File: src/hw/obsl_pkg.sv
// option bit shadow loader shared constants
package obsl_pkg;
    localparam logic [11:0] OBSL_OPT1_ADDR      = 12'hd0f;
    localparam int          OBSL_MAIN_PROT_BIT  = 0;
    localparam int          OBSL_LOW_PROT_BIT   = 1;
    localparam int          OBSL_NODIV_BIT      = 2;
    localparam int          OBSL_RECOVER_LD_BIT = 5;
    localparam logic [7:0]  OBSL_OPT1_RST       = 8'h04;
    localparam logic [7:0]  OBSL_OPT1_WMASK     = 8'h04;
    localparam logic [7:0]  OBSL_OPT1_RMASK     = 8'h07;
    localparam int          OBSL_NUM_BYTES      = 2;
    localparam logic [2:0]  OBSL_LOAD_CYCLES    = 3'h4;
    typedef enum logic [1:0] {OBSL_IDLE, OBSL_WAIT, OBSL_FETCH, OBSL_DONE} obsl_state_e;
endpackage

File: src/hw/obsl_shadow_mem.sv
// shadow option byte storage with registered read port
module obsl_shadow_mem #(
    parameter int NUM_BYTES = 2
) (
    // clock and reset
    input  wire logic                         clk,
    input  wire logic                         resetn,
    // write side
    input  wire logic                         wr_en,
    input  wire logic [$clog2(NUM_BYTES)-1:0] wr_idx,
    input  wire logic [7:0]                   wr_data,
    input  wire logic [7:0]                   wr_mask,
    // read side
    input  wire logic [$clog2(NUM_BYTES)-1:0] rd_idx,
    output logic      [7:0]                   rd_data,
    // all bytes, flattened
    output logic      [8*NUM_BYTES-1:0]       all_q
);
    import obsl_pkg::*;
    localparam int IW = $clog2(NUM_BYTES);
    logic [7:0] mem_q [NUM_BYTES];
    logic [7:0] mem_d [NUM_BYTES];
    logic [7:0] rd_q;
    logic [7:0] rd_d;

    genvar g;
    generate
        for (g = 0; g < NUM_BYTES; g++) begin : g_byte
            always_comb begin
                mem_d[g] = mem_q[g];
                if (wr_en && (wr_idx == IW'(g))) begin
                    mem_d[g] = (mem_q[g] & ~wr_mask) | (wr_data & wr_mask);
                end
            end
            // predefined value at start of reset; byte 0 carries no-divide default
            always_ff @(posedge clk or negedge resetn) begin
                if (!resetn) begin
                    mem_q[g] <= (g == 0) ? OBSL_OPT1_RST : 8'h00;
                end else begin
                    mem_q[g] <= mem_d[g];
                end
            end
            assign all_q[8*g +: 8] = mem_q[g];
        end
    endgenerate

    always_comb begin
        rd_d = mem_q[rd_idx];
    end

    always_ff @(posedge clk or negedge resetn) begin
        if (!resetn) begin
            rd_q <= 8'h00;
        end else begin
            rd_q <= rd_d;
        end
    end
    assign rd_data = rd_q;
endmodule // obsl_shadow_mem

File: src/hw/obsl_loader.sv
// option bit shadow loader: reset-time load, protect gating, cpu view
//
// Behaviour
// - each option bit has a shadow bit; shadows drive feature enables
// - information block option data copied into shadows as reset releases; the loader copies it only after the reset interval ends
// - load on power-on reset, or recovery reset when control bit 5 set
// - shadows forced to predefined values while resetn is low; a recovery reset alone leaves them
// - option programming takes effect only after a subsequent reset
// - protect shadow one: both interfaces access main memory and page 3
// - protect shadow zero: main memory and page 3 writes blocked until mass erase
// - completed mass erase sets shadow protect bit unless it coincides with a load fetch cycle, flash bit untouched
// - after mass erase override both interfaces get full access
// - reserved shadow bits read zero, writes ignored
// - byte 1 shadow at d0f; no-divide bit 2 resets one, rw; bits 1:0 ro
module obsl_loader #(
    parameter int NUM_BYTES = obsl_pkg::OBSL_NUM_BYTES
) (
    // clock and reset
    input  wire logic                   clk,
    input  wire logic                   resetn,
    // reset sequencing: high during the reset interval
    input  wire logic                   por_active,
    input  wire logic                   recovery_active,
    input  wire logic [7:0]             stop_recovery_control,
    // information block read port
    output logic                        info_rd,
    output logic [$clog2(NUM_BYTES)-1:0] info_idx,
    input  wire logic [7:0]             info_data,
    // mass erase completion pulse
    input  wire logic                   mass_erase_done,
    // cpu register access
    input  wire logic [11:0]            cpu_addr,
    input  wire logic                   cpu_wr,
    input  wire logic [7:0]             cpu_wdata,
    output logic      [7:0]             cpu_rdata,
    // feature enables and access grants
    output logic [8*NUM_BYTES-1:0]      option_shadow,
    output logic                        main_memory_access_ok,
    output logic                        clock_no_divide,
    output logic                        lower_half_protect,
    output logic                        load_done
);
    import obsl_pkg::*;
    localparam int IW = $clog2(NUM_BYTES);

    obsl_state_e    state_q, state_d;
    logic [2:0]     cnt_q, cnt_d;
    logic [IW-1:0]  idx_q, idx_d;
    logic           rd_q, rd_d;
    logic           done_q, done_d;
    logic           qual_q, qual_d;
    logic           acc_q, acc_d;
    logic [7:0]     rdata_q, rdata_d;
    logic [7:0]     cpu_sel_q, cpu_sel_d;
    logic           mem_wr;
    logic [IW-1:0]  mem_widx;
    logic [7:0]     mem_wdata, mem_wmask;
    logic [7:0]     mem_rd;
    logic [8*NUM_BYTES-1:0] all_q;
    logic           in_reset;
    logic           cpu_hit;

    assign in_reset = por_active | recovery_active;
    assign cpu_hit  = (cpu_addr == OBSL_OPT1_ADDR);

    // sequencer
    always_comb begin
        state_d = state_q;
        cnt_d   = cnt_q;
        idx_d   = idx_q;
        rd_d    = 1'b0;
        done_d  = done_q;
        qual_d  = qual_q | por_active
                | (recovery_active & stop_recovery_control[OBSL_RECOVER_LD_BIT]);
        case (state_q)
            OBSL_IDLE: begin
                if (in_reset && qual_d) begin
                    state_d = OBSL_WAIT;
                    cnt_d   = OBSL_LOAD_CYCLES;
                    done_d  = 1'b0;
                end
            end
            OBSL_WAIT: begin
                // fetch only once reset is releasing
                if (!in_reset) begin
                    state_d = OBSL_FETCH;
                    idx_d   = '0;
                    rd_d    = 1'b1;
                end
            end
            OBSL_FETCH: begin
                rd_d = 1'b1;
                if (idx_q == IW'(NUM_BYTES - 1)) begin
                    state_d = OBSL_DONE;
                    rd_d    = 1'b0;
                end else begin
                    idx_d = idx_q + 1'b1;
                end
            end
            OBSL_DONE: begin
                if (cnt_q != 3'h0) begin
                    cnt_d = cnt_q - 3'h1;
                end else begin
                    state_d = OBSL_IDLE;
                    done_d  = 1'b1;
                    // a cause arriving as the load ends still arms the next load
                    qual_d  = por_active
                            | (recovery_active & stop_recovery_control[OBSL_RECOVER_LD_BIT]);
                end
            end
            default: state_d = OBSL_IDLE;
        endcase
    end

    // shadow writes: load, mass erase override, cpu; never flash programming
    always_comb begin
        mem_wr    = 1'b0;
        mem_widx  = idx_q;
        mem_wdata = info_data;
        mem_wmask = 8'hff;
        // info data is sampled in the same cycle as the info_rd request
        if (rd_q) begin
            mem_wr = 1'b1;
        end else if (mass_erase_done) begin
            mem_wr    = 1'b1;
            mem_widx  = '0;
            mem_wdata = 8'hff;
            mem_wmask = 8'h01 << OBSL_MAIN_PROT_BIT;
        end else if (cpu_wr && cpu_hit && done_q) begin
            mem_wr    = 1'b1;
            mem_widx  = '0;
            mem_wdata = cpu_wdata;
            mem_wmask = OBSL_OPT1_WMASK;
        end
    end

    obsl_shadow_mem #(.NUM_BYTES(NUM_BYTES)) u_mem (
        .clk     (clk),
        .resetn  (resetn),
        .wr_en   (mem_wr),
        .wr_idx  (mem_widx),
        .wr_data (mem_wdata),
        .wr_mask (mem_wmask),
        .rd_idx  ('0),
        .rd_data (mem_rd),
        .all_q   (all_q)
    );

    always_comb begin
        // access blocked while protect shadow is zero
        acc_d     = all_q[OBSL_MAIN_PROT_BIT];
        rdata_d   = cpu_hit ? (mem_rd & OBSL_OPT1_RMASK) : 8'h00;
        cpu_sel_d = all_q[7:0];
    end

    always_ff @(posedge clk or negedge resetn) begin
        if (!resetn) begin
            state_q   <= OBSL_IDLE;
            cnt_q     <= 3'h0;
            idx_q     <= '0;
            rd_q      <= 1'b0;
            done_q    <= 1'b0;
            qual_q    <= 1'b0;
            acc_q     <= 1'b0;
            rdata_q   <= 8'h00;
            cpu_sel_q <= OBSL_OPT1_RST;
        end else begin
            state_q   <= state_d;
            cnt_q     <= cnt_d;
            idx_q     <= idx_d;
            rd_q      <= rd_d;
            done_q    <= done_d;
            qual_q    <= qual_d;
            acc_q     <= acc_d;
            rdata_q   <= rdata_d;
            cpu_sel_q <= cpu_sel_d;
        end
    end

    // feature enables come from shadows, registered
    logic [8*NUM_BYTES-1:0] shadow_q;
    always_ff @(posedge clk or negedge resetn) begin
        if (!resetn) begin
            shadow_q <= '0;
        end else begin
            shadow_q <= all_q;
        end
    end

    assign info_rd               = rd_q;
    assign info_idx              = idx_q;
    assign load_done             = done_q;
    assign cpu_rdata             = rdata_q;
    assign option_shadow         = shadow_q;
    assign main_memory_access_ok = acc_q;
    assign clock_no_divide       = cpu_sel_q[OBSL_NODIV_BIT];
    assign lower_half_protect    = cpu_sel_q[OBSL_LOW_PROT_BIT];

    // assertions
    a_access_follows_prot: assert property (@(posedge clk) disable iff (!resetn)
        main_memory_access_ok == $past(all_q[OBSL_MAIN_PROT_BIT]))
        else $error("access grant does not track protect shadow");
    a_block_when_zero: assert property (@(posedge clk) disable iff (!resetn)
        !$past(all_q[OBSL_MAIN_PROT_BIT]) |-> !main_memory_access_ok)
        else $error("access granted while protected");
    a_erase_sets_prot: assert property (@(posedge clk) disable iff (!resetn)
        mass_erase_done && !rd_q |=> all_q[OBSL_MAIN_PROT_BIT] ##1 main_memory_access_ok)
        else $error("mass erase did not set protect shadow");
    a_erase_grants: assert property (@(posedge clk) disable iff (!resetn)
        mass_erase_done && !rd_q |-> ##2 main_memory_access_ok)
        else $error("no access after mass erase");
    a_reserved_zero: assert property (@(posedge clk) disable iff (!resetn)
        cpu_rdata[7:3] == 5'h00)
        else $error("reserved bits read nonzero");
    a_recovery_no_load: assert property (@(posedge clk) disable iff (!resetn)
        state_q == OBSL_IDLE && !qual_q && !por_active && recovery_active
        && !stop_recovery_control[OBSL_RECOVER_LD_BIT] |=> state_q == OBSL_IDLE)
        else $error("load started on unqualified recovery reset");
    a_load_after_release: assert property (@(posedge clk) disable iff (!resetn)
        info_rd |-> !$past(in_reset))
        else $error("info read during reset");
    a_hold_no_write: assert property (@(posedge clk) disable iff (!resetn)
        !mem_wr |=> $stable(all_q))
        else $error("shadow changed without write");
    a_ro_bits_kept: assert property (@(posedge clk) disable iff (!resetn)
        cpu_wr && cpu_hit && !rd_q && !mass_erase_done |=>
        all_q[1:0] == $past(all_q[1:0]))
        else $error("cpu changed read-only bits");
    c_por_load: cover property (@(posedge clk) disable iff (!resetn) $rose(load_done));
    c_mass_erase: cover property (@(posedge clk) disable iff (!resetn)
        mass_erase_done && !all_q[0]);
    c_cpu_write: cover property (@(posedge clk) disable iff (!resetn) cpu_wr && cpu_hit);
endmodule // obsl_loader

File: config.mk
export PLATFORM = sky130hd
export DESIGN_NAME = obsl_loader
export DESIGN_NICKNAME = d
export VERILOG_FILES = /design/src/hw/obsl_pkg.sv /design/src/hw/obsl_shadow_mem.sv /design/src/hw/obsl_loader.sv
export SDC_FILE = /design/constraint.sdc
export NUM_CORES = 1
export LEC_CHECK = 0
export ABC_AREA = 1
export ABC_CLOCK_PERIOD_IN_PS = 2110
export BUFFER_PORTS_ARGS = -buffer_cell sky130_fd_sc_hd__buf_2
export CORE_ASPECT_RATIO = 0.8
export CORE_MARGIN = 2
export CORE_UTILIZATION = 40
export CTS_CLUSTER_DIAMETER = 40
export DETAILED_ROUTE_END_ITERATION = 10
export GPL_ROUTABILITY_DRIVEN = 0
export GPL_TIMING_DRIVEN = 1
export PLACE_DENSITY = 0.73
export SYNTH_ARGS = -nofsm -noshare
export SYNTH_HDL_FRONTEND = slang
export SYNTH_SLANG_ARGS = --single-unit
File: constraint.sdc
create_clock -name clk -period 2.11 [get_ports clk]
set_input_delay 0.1055 -clock clk [delete_from_list [all_inputs] [get_ports clk]]
set_output_delay 0.1055 -clock clk [all_outputs]
set_load 0.005 [all_outputs]
# Yosys cells after proc, flatten, opt, wreduce, memory -nomap -nowiden
# Index checks and enable logic that the tools add are counted.
[totals]
regBits = 51
output_inout_bits = 30
elab_cells = 81
[op_classes]
add_sub_neg = 2
eq_ne = 9
muxes = 32
bitwise_logic = 12
reduce_logical = 13
[ops]
columns = ["operator", "count"]
rows = [
  ["8-bit 2-to-1 mux", 6],
  ["8-bit AND", 3],
  ["8-bit bitwise OR", 2],
  ["1-bit 2-to-1 mux", 14],
  ["12-bit == test, second input constant", 1],
  ["2-bit inequality test, second input constant", 5],
  ["3-bit 2-to-1 mux", 3],
  ["2-bit 2-to-1 mux", 4],
  ["8-bit NOT", 1],
  ["2-bit case mux with 4 select lines", 1],
  ["1-bit case mux with 2 select lines", 3],
  ["3-bit case mux with 2 select lines", 1],
  ["3-bit AND reduction", 2],
  ["1-bit logical AND", 5],
  ["2-bit == test, second input constant", 2],
  ["1-bit bitwise OR", 4],
  ["4-bit AND reduction", 1],
  ["2-bit nonzero test", 2],
  ["3-bit nonzero test", 1],
  ["3-bit by 1-bit subtractor with 3-bit output, second input constant", 1],
  ["2-bit by 1-bit == test with 1-bit output, second input constant", 1],
  ["2-bit zero test", 1],
  ["2-bit AND reduction", 1],
  ["1-bit adder, second input constant", 1],
  ["2 further kinds", 2],
]

# Depth between registers and ports, before layout
# Gate-level depths: netlist (run 1).
[logic_depth]
word_depth = 9
depth_mapped = 10

# Hierarchy
# From an unflattened synthesis (run 1), not the netlist that was laid out.
[unflattened]
cells_unflattened = 267
area_unflattened_um2 = 2406.1
[modules_own_cells]
columns = ["module", "n_inst", "cells_each", "area_per_inst_um2", "seq_area_each_um2"]
rows = [
  ["obsl_loader", 1, 147, 1328.8, 726.9],
  ["obsl_shadow_mem", 1, 120, 1077.3, 601.8],
]

# Worst setup path before layout (run 1)
# No wires, ideal clock.
[synth_path]
path_kind = "register to register"
from = "reg state_q[0]"
to = "reg state_q[0]"
setup_ps = 124
arrival_ps = 1167
t_required_ps = 1986
slack_ps = 819
stages_incl_launch_ff = 9
n_path_buf = 0
synth_period_minus_slack_ps = 1291
cell_sequence = "dfrtp_1 inv_1 ha_1 inv_1 nor2_1 nor3_2 nand2_2 nor3_2 a21oi_1"
[synth_via]
elab_chain_cells = 3
[synth_rtl]
columns = ["item", "line", "rtl"]
rows = [
  ["from (decl)", "obsl_loader.sv:46", "obsl_state_e state_q, state_d;"],
  ["from (signal assigned)", "obsl_loader.sv:168", "state_q <= state_d;"],
  ["2-bit == test, or another cell as far along", "obsl_loader.sv:75", "case (state_q)"],
  ["2-bit inequality test (no line)", "--", ""],
  ["4-bit AND reduction (no line)", "--", ""],
]
# Several ways; a longest one is shown, not always the timed one.
# A chain may end at the register's enable or synchronous reset.

# Final worst setup path (run 1)
# Ends and elaborated chain as after synthesis.

==> metrics, run 1 <==
crit path DAT 1.62 ns; initial antenna violation count 0; CP Launch Type flip-flop; largest net degree at the start of global routing 28; Post-CTS Setup Inserts 0; Final setup violation count 0; worst vdd ir 0.517 mV; synthesized area 1920 um2; Final Cycle Share 68.1%; Skew-Pair Late Insertion Delay 0.29 ns; DRC errors left 0; layout cells sized above 1 30.6%; die extent in x 81.4 um; # resized after CTS 0; register clock-pin slew on the reported worst setup and hold paths 0.08 ns; fmax 696 MHz; largest area contributor in the netlist dfrtp_1; Clock Sink Count 45; top cell type's share of synthesized area 56.1%; fin nets 306; YS warnings 0; Total Routing Usage GR 14.6%; DR WL/cell 10.7 um; first-pass GRT wire length 5.84 mm; Hold-fix buffers, CTS 1; vias in the first global route 1332; class of the worst hold path in2reg; Slew HR 61.1%; core area 4600 um2; via/cell ratio 4.49; Worst Setup End Kind flip-flop; half-perimeter wire length after placement 2.58 mm; Starting Density 41.8%; Max FO, Critical Path 4; PwrDens 1280 nW/um2; Clock Skew 0.00444 ns; min-delay src info_data[6]; Syn Inst Count 200; fin cells 318; area after detailed placement 2220 um2; clock tree from TritonCTS yes; Avg Inst Size Synth 9.60 um2; n_diodes 0; RSZ-0062 raised after global routing no; Final Hold Fails 0; min cycle time layout 1.44 ns; Max Slew Vio Count 0; synth unique cells 25; FF-to-FF Start state_q[0]$_DFFE_PN0P_; via count 1429; TritonCTS Buffers 5; drt pass-1 iters 4; # IOs 72; synth top area cells dfrtp_1, nand2_1, inv_1; CTS Buffer Depth 2; Antenna Nets Post-Route 0; htree depth 2; final instance area 2310 um2; register area share after synthesis 58.8%; die height 66.0 um; reg-to-reg endpoint state_q[0]$_DFFE_PN0P_; Site Rows 22; worst path required time 2.29 ns; Yosys reg bits 45; synthesis-to-layout area growth 20.5%; Worst R2R Setup Slack 0.67 ns; DIE AREA 5370 um2; Pleak 1.28 nW; final wirelength 3.39 mm; Congestion Overflow GR 0; Worst Reg2Reg Path Length in Cells 8; MaxCap Viol Count 0; total negative slack 0 ns; PortBufs 52; Worst-Margin Slew 0.584 ns; DR iter-0 viols 47; WHS Path Cells 3; dpl cells 309; root buf cell clkbuf_8; critical path class reg2reg; run status finished clean
-- kinds of logic after synthesis --
group / synth area share (%)
buffers and inverters: 9.13
adder cells (fa/ha/maj): 4.56
AO/OA/AOI/OAI: 3.19
AND/OR/NAND/NOR: 24.1
flip-flops: 58.8
other: 0.195
-- layer usage --
| metal | up-vias | GRT usage, % | routed length [um] |
|---|---|---|---|
| met2 | 44 | 22.2 | 1510 |
| met5 | - | 0 | 0 |
| li1 | 710 | - | - |
| met3 | 6 | 4.37 | 225 |
| met1 | 669 | 19.1 | 1610 |
| met4 | 0 | 6.36 | 52 |
-- cell usage in the layout, fill, tap and decap left out, types with 2 or more instances in the layout --
cell type  synthesis  final
inv_1             26     26
o21ai_0            2      2
dfstp_2            2      2
buf_2              1     52
nor3_2             2      2
clkbuf_8           0      5
nand3b_1           2      2
nand3_1           18     18
buf_4              9      3
nand2_2            4      4
a21oi_1            2      2
nor2_1            13     13
dfrtp_1           43     43
nand2_1           55     55
nor2_2             4      4
clkbuf_1           0      2
conb_1             1      5
ha_1               7      7
-- cell usage after synthesis --
cell type	instances
ha_1	7
clkinv_2	1
nand2_2	4
nand2_1	55
o21ai_0	2
nor3_2	2
o21ai_1	1
nand3_1	18
buf_4	9
nor3_4	1
o21a_4	1
nor2_1	13
buf_2	1
inv_1	26
nand3_2	1
a21oi_2	1
conb_1	1
a31oi_1	1
nand3b_1	2
nor2_2	4
or2_2	1
a21oi_1	2
o22ai_1	1
dfrtp_1	43
dfstp_2	2
-- how the worst max path moves through the flow --
stage                                start                endpoint  slack, ns  depth (start not counted)
floorplan           state_q[0]$_DFFE_PN0P_  state_q[0]$_DFFE_PN0P_       0.82                          8
global placement    state_q[0]$_DFFE_PN0P_  state_q[0]$_DFFE_PN0P_       0.73                          8
detailed placement  state_q[0]$_DFFE_PN0P_  state_q[0]$_DFFE_PN0P_       0.69                          8
CTS                 state_q[0]$_DFFE_PN0P_  state_q[0]$_DFFE_PN0P_       0.67                          8
global route        state_q[0]$_DFFE_PN0P_  state_q[0]$_DFFE_PN0P_       0.57                          8
finish              state_q[0]$_DFFE_PN0P_  state_q[0]$_DFFE_PN0P_       0.67                          8
-- stage by stage --
step,hold WS (ns),power [W],setup WS (ns),util [%]
6_report,0.0575,0.00297,0.674,50.3
3_5_place_dp,0.138,0.00248,0.686,48.3
2_1_floorplan,-0.190,0.00212,0.819,-
3_3_place_gp,0.129,0.00244,0.734,48.3
4_1_cts,0.0459,0.00300,0.673,50.3
5_1_grt,0.0446,0.00323,0.566,50.3
-- power breakdown --
part | switching [W] | internal [W] | leakage (nW) | total, W
registers | 0.000208 | 0.00126 | 0.535 | 0.00146
logic | 0.000558 | 0.000431 | 0.709 | 0.000989
clock network | 0.000278 | 0.000234 | 0.0385 | 0.000512
-- worst max-delay path: stages (launching register included) --
cell and delay, ns:
dfrtp_1 0.38, inv_1 0.10, ha_1 0.23, inv_1 0.08, nor2_1 0.06, nor3_2 0.21, nand2_2 0.10, nor3_2 0.11
a21oi_1 0.06
-- cell type report --
| cell class | instances | area [um2] |
|---|---|---|
| clock buffers | 7 | 76.3 |
| clock inverters | 1 | 7.51 |
| fillers | 419 | 2280 |
| inverters | 27 | 103 |
| multi-input cells | 122 | 631 |
| flip-flops and latches | 45 | 1130 |
| well taps | 60 | 75.1 |
| repair buffers | 56 | 293 |
No activity file was read; power rests on OpenSTA's default activity.
==> inputs of run 2 (changes only) <==
ABC_AREA = 0   (was 1)
ABC_CLOCK_PERIOD_IN_PS = 1500   (was 2110)
PLACE_DENSITY = 0.74   (was 0.73)
clock period = 1.5 ns   (was 2.11 ns; I/O delays follow)
==> run 2 against run 1 <==
Compared with the run above:
- flip-flop and latch count did not move
- die area shrank 5.6%
- via count is 14% lower
- critical path depth down 3
- routed wire length grew 3.5%
- clock skew rose by 0.0021 ns
- non-clock buffer count rose by 16
- highest routed layer unchanged
- maximum frequency fell by 4.9%
- area after synthesis decreased by 5.9%
- sequential share of layout area down 1.7 points
- sequential power rose by 38%
- the flow now finishes with violations (negative setup slack)
- synthesized cell count is 32% lower
==> metrics, run 2 <==
n_diodes 0; largest net degree at the start of global routing 46; CP max stage cell dfrtp_1; core area 4260 um2; Antenna Nets Post-Route 0; number of fill cells in the layout 360; root buf cell clkbuf_8; Starting Density 42.4%; MaxCap Viol Count 0; crit path launch state_q[1]$_DFFE_PN0P_; synth top area cells dfrtp_1, mux2_2, ha_1; initial antenna violation count 0; PortBufs 52; Sw Share 29.4%; RSZ-0062 raised after global routing yes; run status complete, but fails checks; Final Hold Fails 0; largest area contributor in the netlist dfrtp_1; min-delay src info_data[4]; post-synthesis async set-or-reset flop share 100%; ys flop type dfrtp_1; count leader, synth dfrtp_1; die extent in x 79.1 um; critical path class reg2reg; top cell type's share of synthesized area 59.6%; crit-path max cell delay 0.40 ns; Site Rows 21; commonest non-fill, non-tap cell in the layout buf_2; first-pass GRT wire length 5.44 mm; worst vdd ir 0.749 mV; CP Cell Sequence inv_2 -> ha_4 -> or3b_4 -> nand4_4 -> mux2_4; via/cell ratio 4.58; Post-synth top cells dfrtp_1, mux2_2, nor2_1, o21ai_0; class of the worst hold path in2reg; PwrDens 1940 nW/um2; Avg Inst Size Synth 13.3 um2; Slew HR 62.7%; failing checks negative setup slack; Worst Setup End Kind flip-flop; fmax 662 MHz; cell family with the largest share of critical-path delay simple AND/OR/NAND/NOR gates; DIE AREA 5070 um2; Total Routing Usage GR 14.4%; Final Util 56.3%; min cycle time layout 1.51 ns; DR WL/cell 13.1 um; fin nets 259; synth unique cells 32; vias in the first global route 1178; crit path DAT 1.69 ns; DR iter-0 viols 38; Worst-Margin Slew 0.560 ns; CP Launch Type flip-flop; Seq pwr share 43.6%; Sw Pwr 0.00137 W; YS warnings 0; TritonCTS Buffers 5; Clock Sink Count 45; # IOs 72; commonest non-fill, non-tap cells in the layout buf_2, dfrtp_1, buf_4; FF-to-FF Start state_q[1]$_DFFE_PN0P_; half-perimeter wire length after placement 2.54 mm; Final Cycle Share 101%; Clock Skew 0.00649 ns; Final WS setup -0.0110 ns; Yosys reg bits 45; clock tree from TritonCTS yes; dpl cells 257; Pleak 1.15 nW; Max FO, Critical Path 3; register clock-pin slew on the reported worst setup and hold paths 0.08 ns; via count 1228; die height 64.1 um; Skew-Pair Late Insertion Delay 0.29 ns; CTS Buffer Depth 2; crit path buf inv count 1; register area share after synthesis 62.5%; htree depth 2; Congestion Overflow GR 0; clock power share 18.9%; DRC errors left 0; combinational share of power 37.5%; Internal Power 0.00327 W; worst path required time 1.68 ns; synthesized area 1810 um2; Max Slew Vio Count 0; Syn Inst Count 136; drt pass-1 iters 4; final wirelength 3.51 mm; layout cells sized above 1 51.7%; Fin Hold WS 0.0300 ns; EDFF count, synth 0; synthesis-to-layout area growth 32.8%; Final setup violation count 1; fin cells 268
-- run 2: per-layer routing --
layer	global-route usage (%)	wire length, um
met1	18.9	1590
met3	3.39	205
met4	7.11	59
met2	22.6	1650
met5	0	0
-- run 2: layout make-up --
cell class / instances / area [um2] / area share, %
Sequential cell: 45 / 1130 / 47.1
Multi-Input combinational cell: 80 / 654 / 27.3
Tap cell: 57 / 71.3 / 2.97
Clock inverter: 2 / 35.0 / 1.46
Inverter: 6 / 22.5 / 0.939
Clock buffer: 6 / 72.6 / 3.03
Timing Repair Buffer: 72 / 413 / 17.2
-- run 2: repair_timing --
| item | 4_1_cts | 5_1_grt |
|---|---|---|
| gates resized for setup | 1 | 11 |
| hold endpoints to repair | 43 | 0 |
| hold buffers | 1 | 0 |
| pin swaps | 1 | 3 |
| buffers inserted | 1 | 1 |
| setup endpoints to repair | 2 | 4 |
-- run 2: logic make-up (layout without fill, tap and decap cells) --
family / Yosys count / after routing / synth area share, %
AOI/OAI and AO/OA: 18 / 18 / 6.17
adders and majority gates: 7 / 7 / 4.85
buffers and inverters: 15 / 86 / 4.99
DFF: 45 / 45 / 62.5
muxes: 19 / 19 / 11.8
other: 1 / 5 / 0.208
and+or+nand+nor: 31 / 31 / 9.49
-- run 2: metrics by stage --
| step | TNS, ns | setup WS (ns) | total power, W | cell area, um2 |
|---|---|---|---|---|
| global route | -0.122 | -0.0579 | 0.00497 | 2400 |
| global placement | -0.000820 | -0.000820 | 0.00362 | 2240 |
| CTS | -0.0153 | -0.0153 | 0.00459 | 2360 |
| detailed placement | -0.00593 | -0.00593 | 0.00369 | 2240 |
| finish | -0.0110 | -0.0110 | 0.00464 | 2400 |
| floorplan | -0.0269 | -0.0269 | 0.00294 | 1840 |
-- run 2: path summary, 6_finish.rpt --
path | endpoint | slack [ns] | cells after the start
setup / recovery | state_q[1]$_DFFE_PN0P_ | -0.01 | 5
hold / removal | flip-flop | 0.03 | 2
setup reg to reg | state_q[1]$_DFFE_PN0P_ | -0.01 | 5
hold reg to reg | option_shadow[12]$_DFF_PN0_ | 0.37 | 0
max in group asynchronous | cpu_sel_q[2]$_DFF_PN1_ | 0.72 | 3
min in group asynchronous | cnt_q[0]$_DFFE_PN0P_ | 0.39 | 3
-- run 2: power by group through the flow --
stage                     Sequential [W]  Combinational [W]  Clock, W
after global placement           0.00202            0.00161         0
final                            0.00202            0.00174  0.000878
after CTS                        0.00203            0.00167  0.000900
after detailed placement         0.00205            0.00164         0
after global routing             0.00210            0.00191  0.000963
after floorplan                  0.00203           0.000913         0
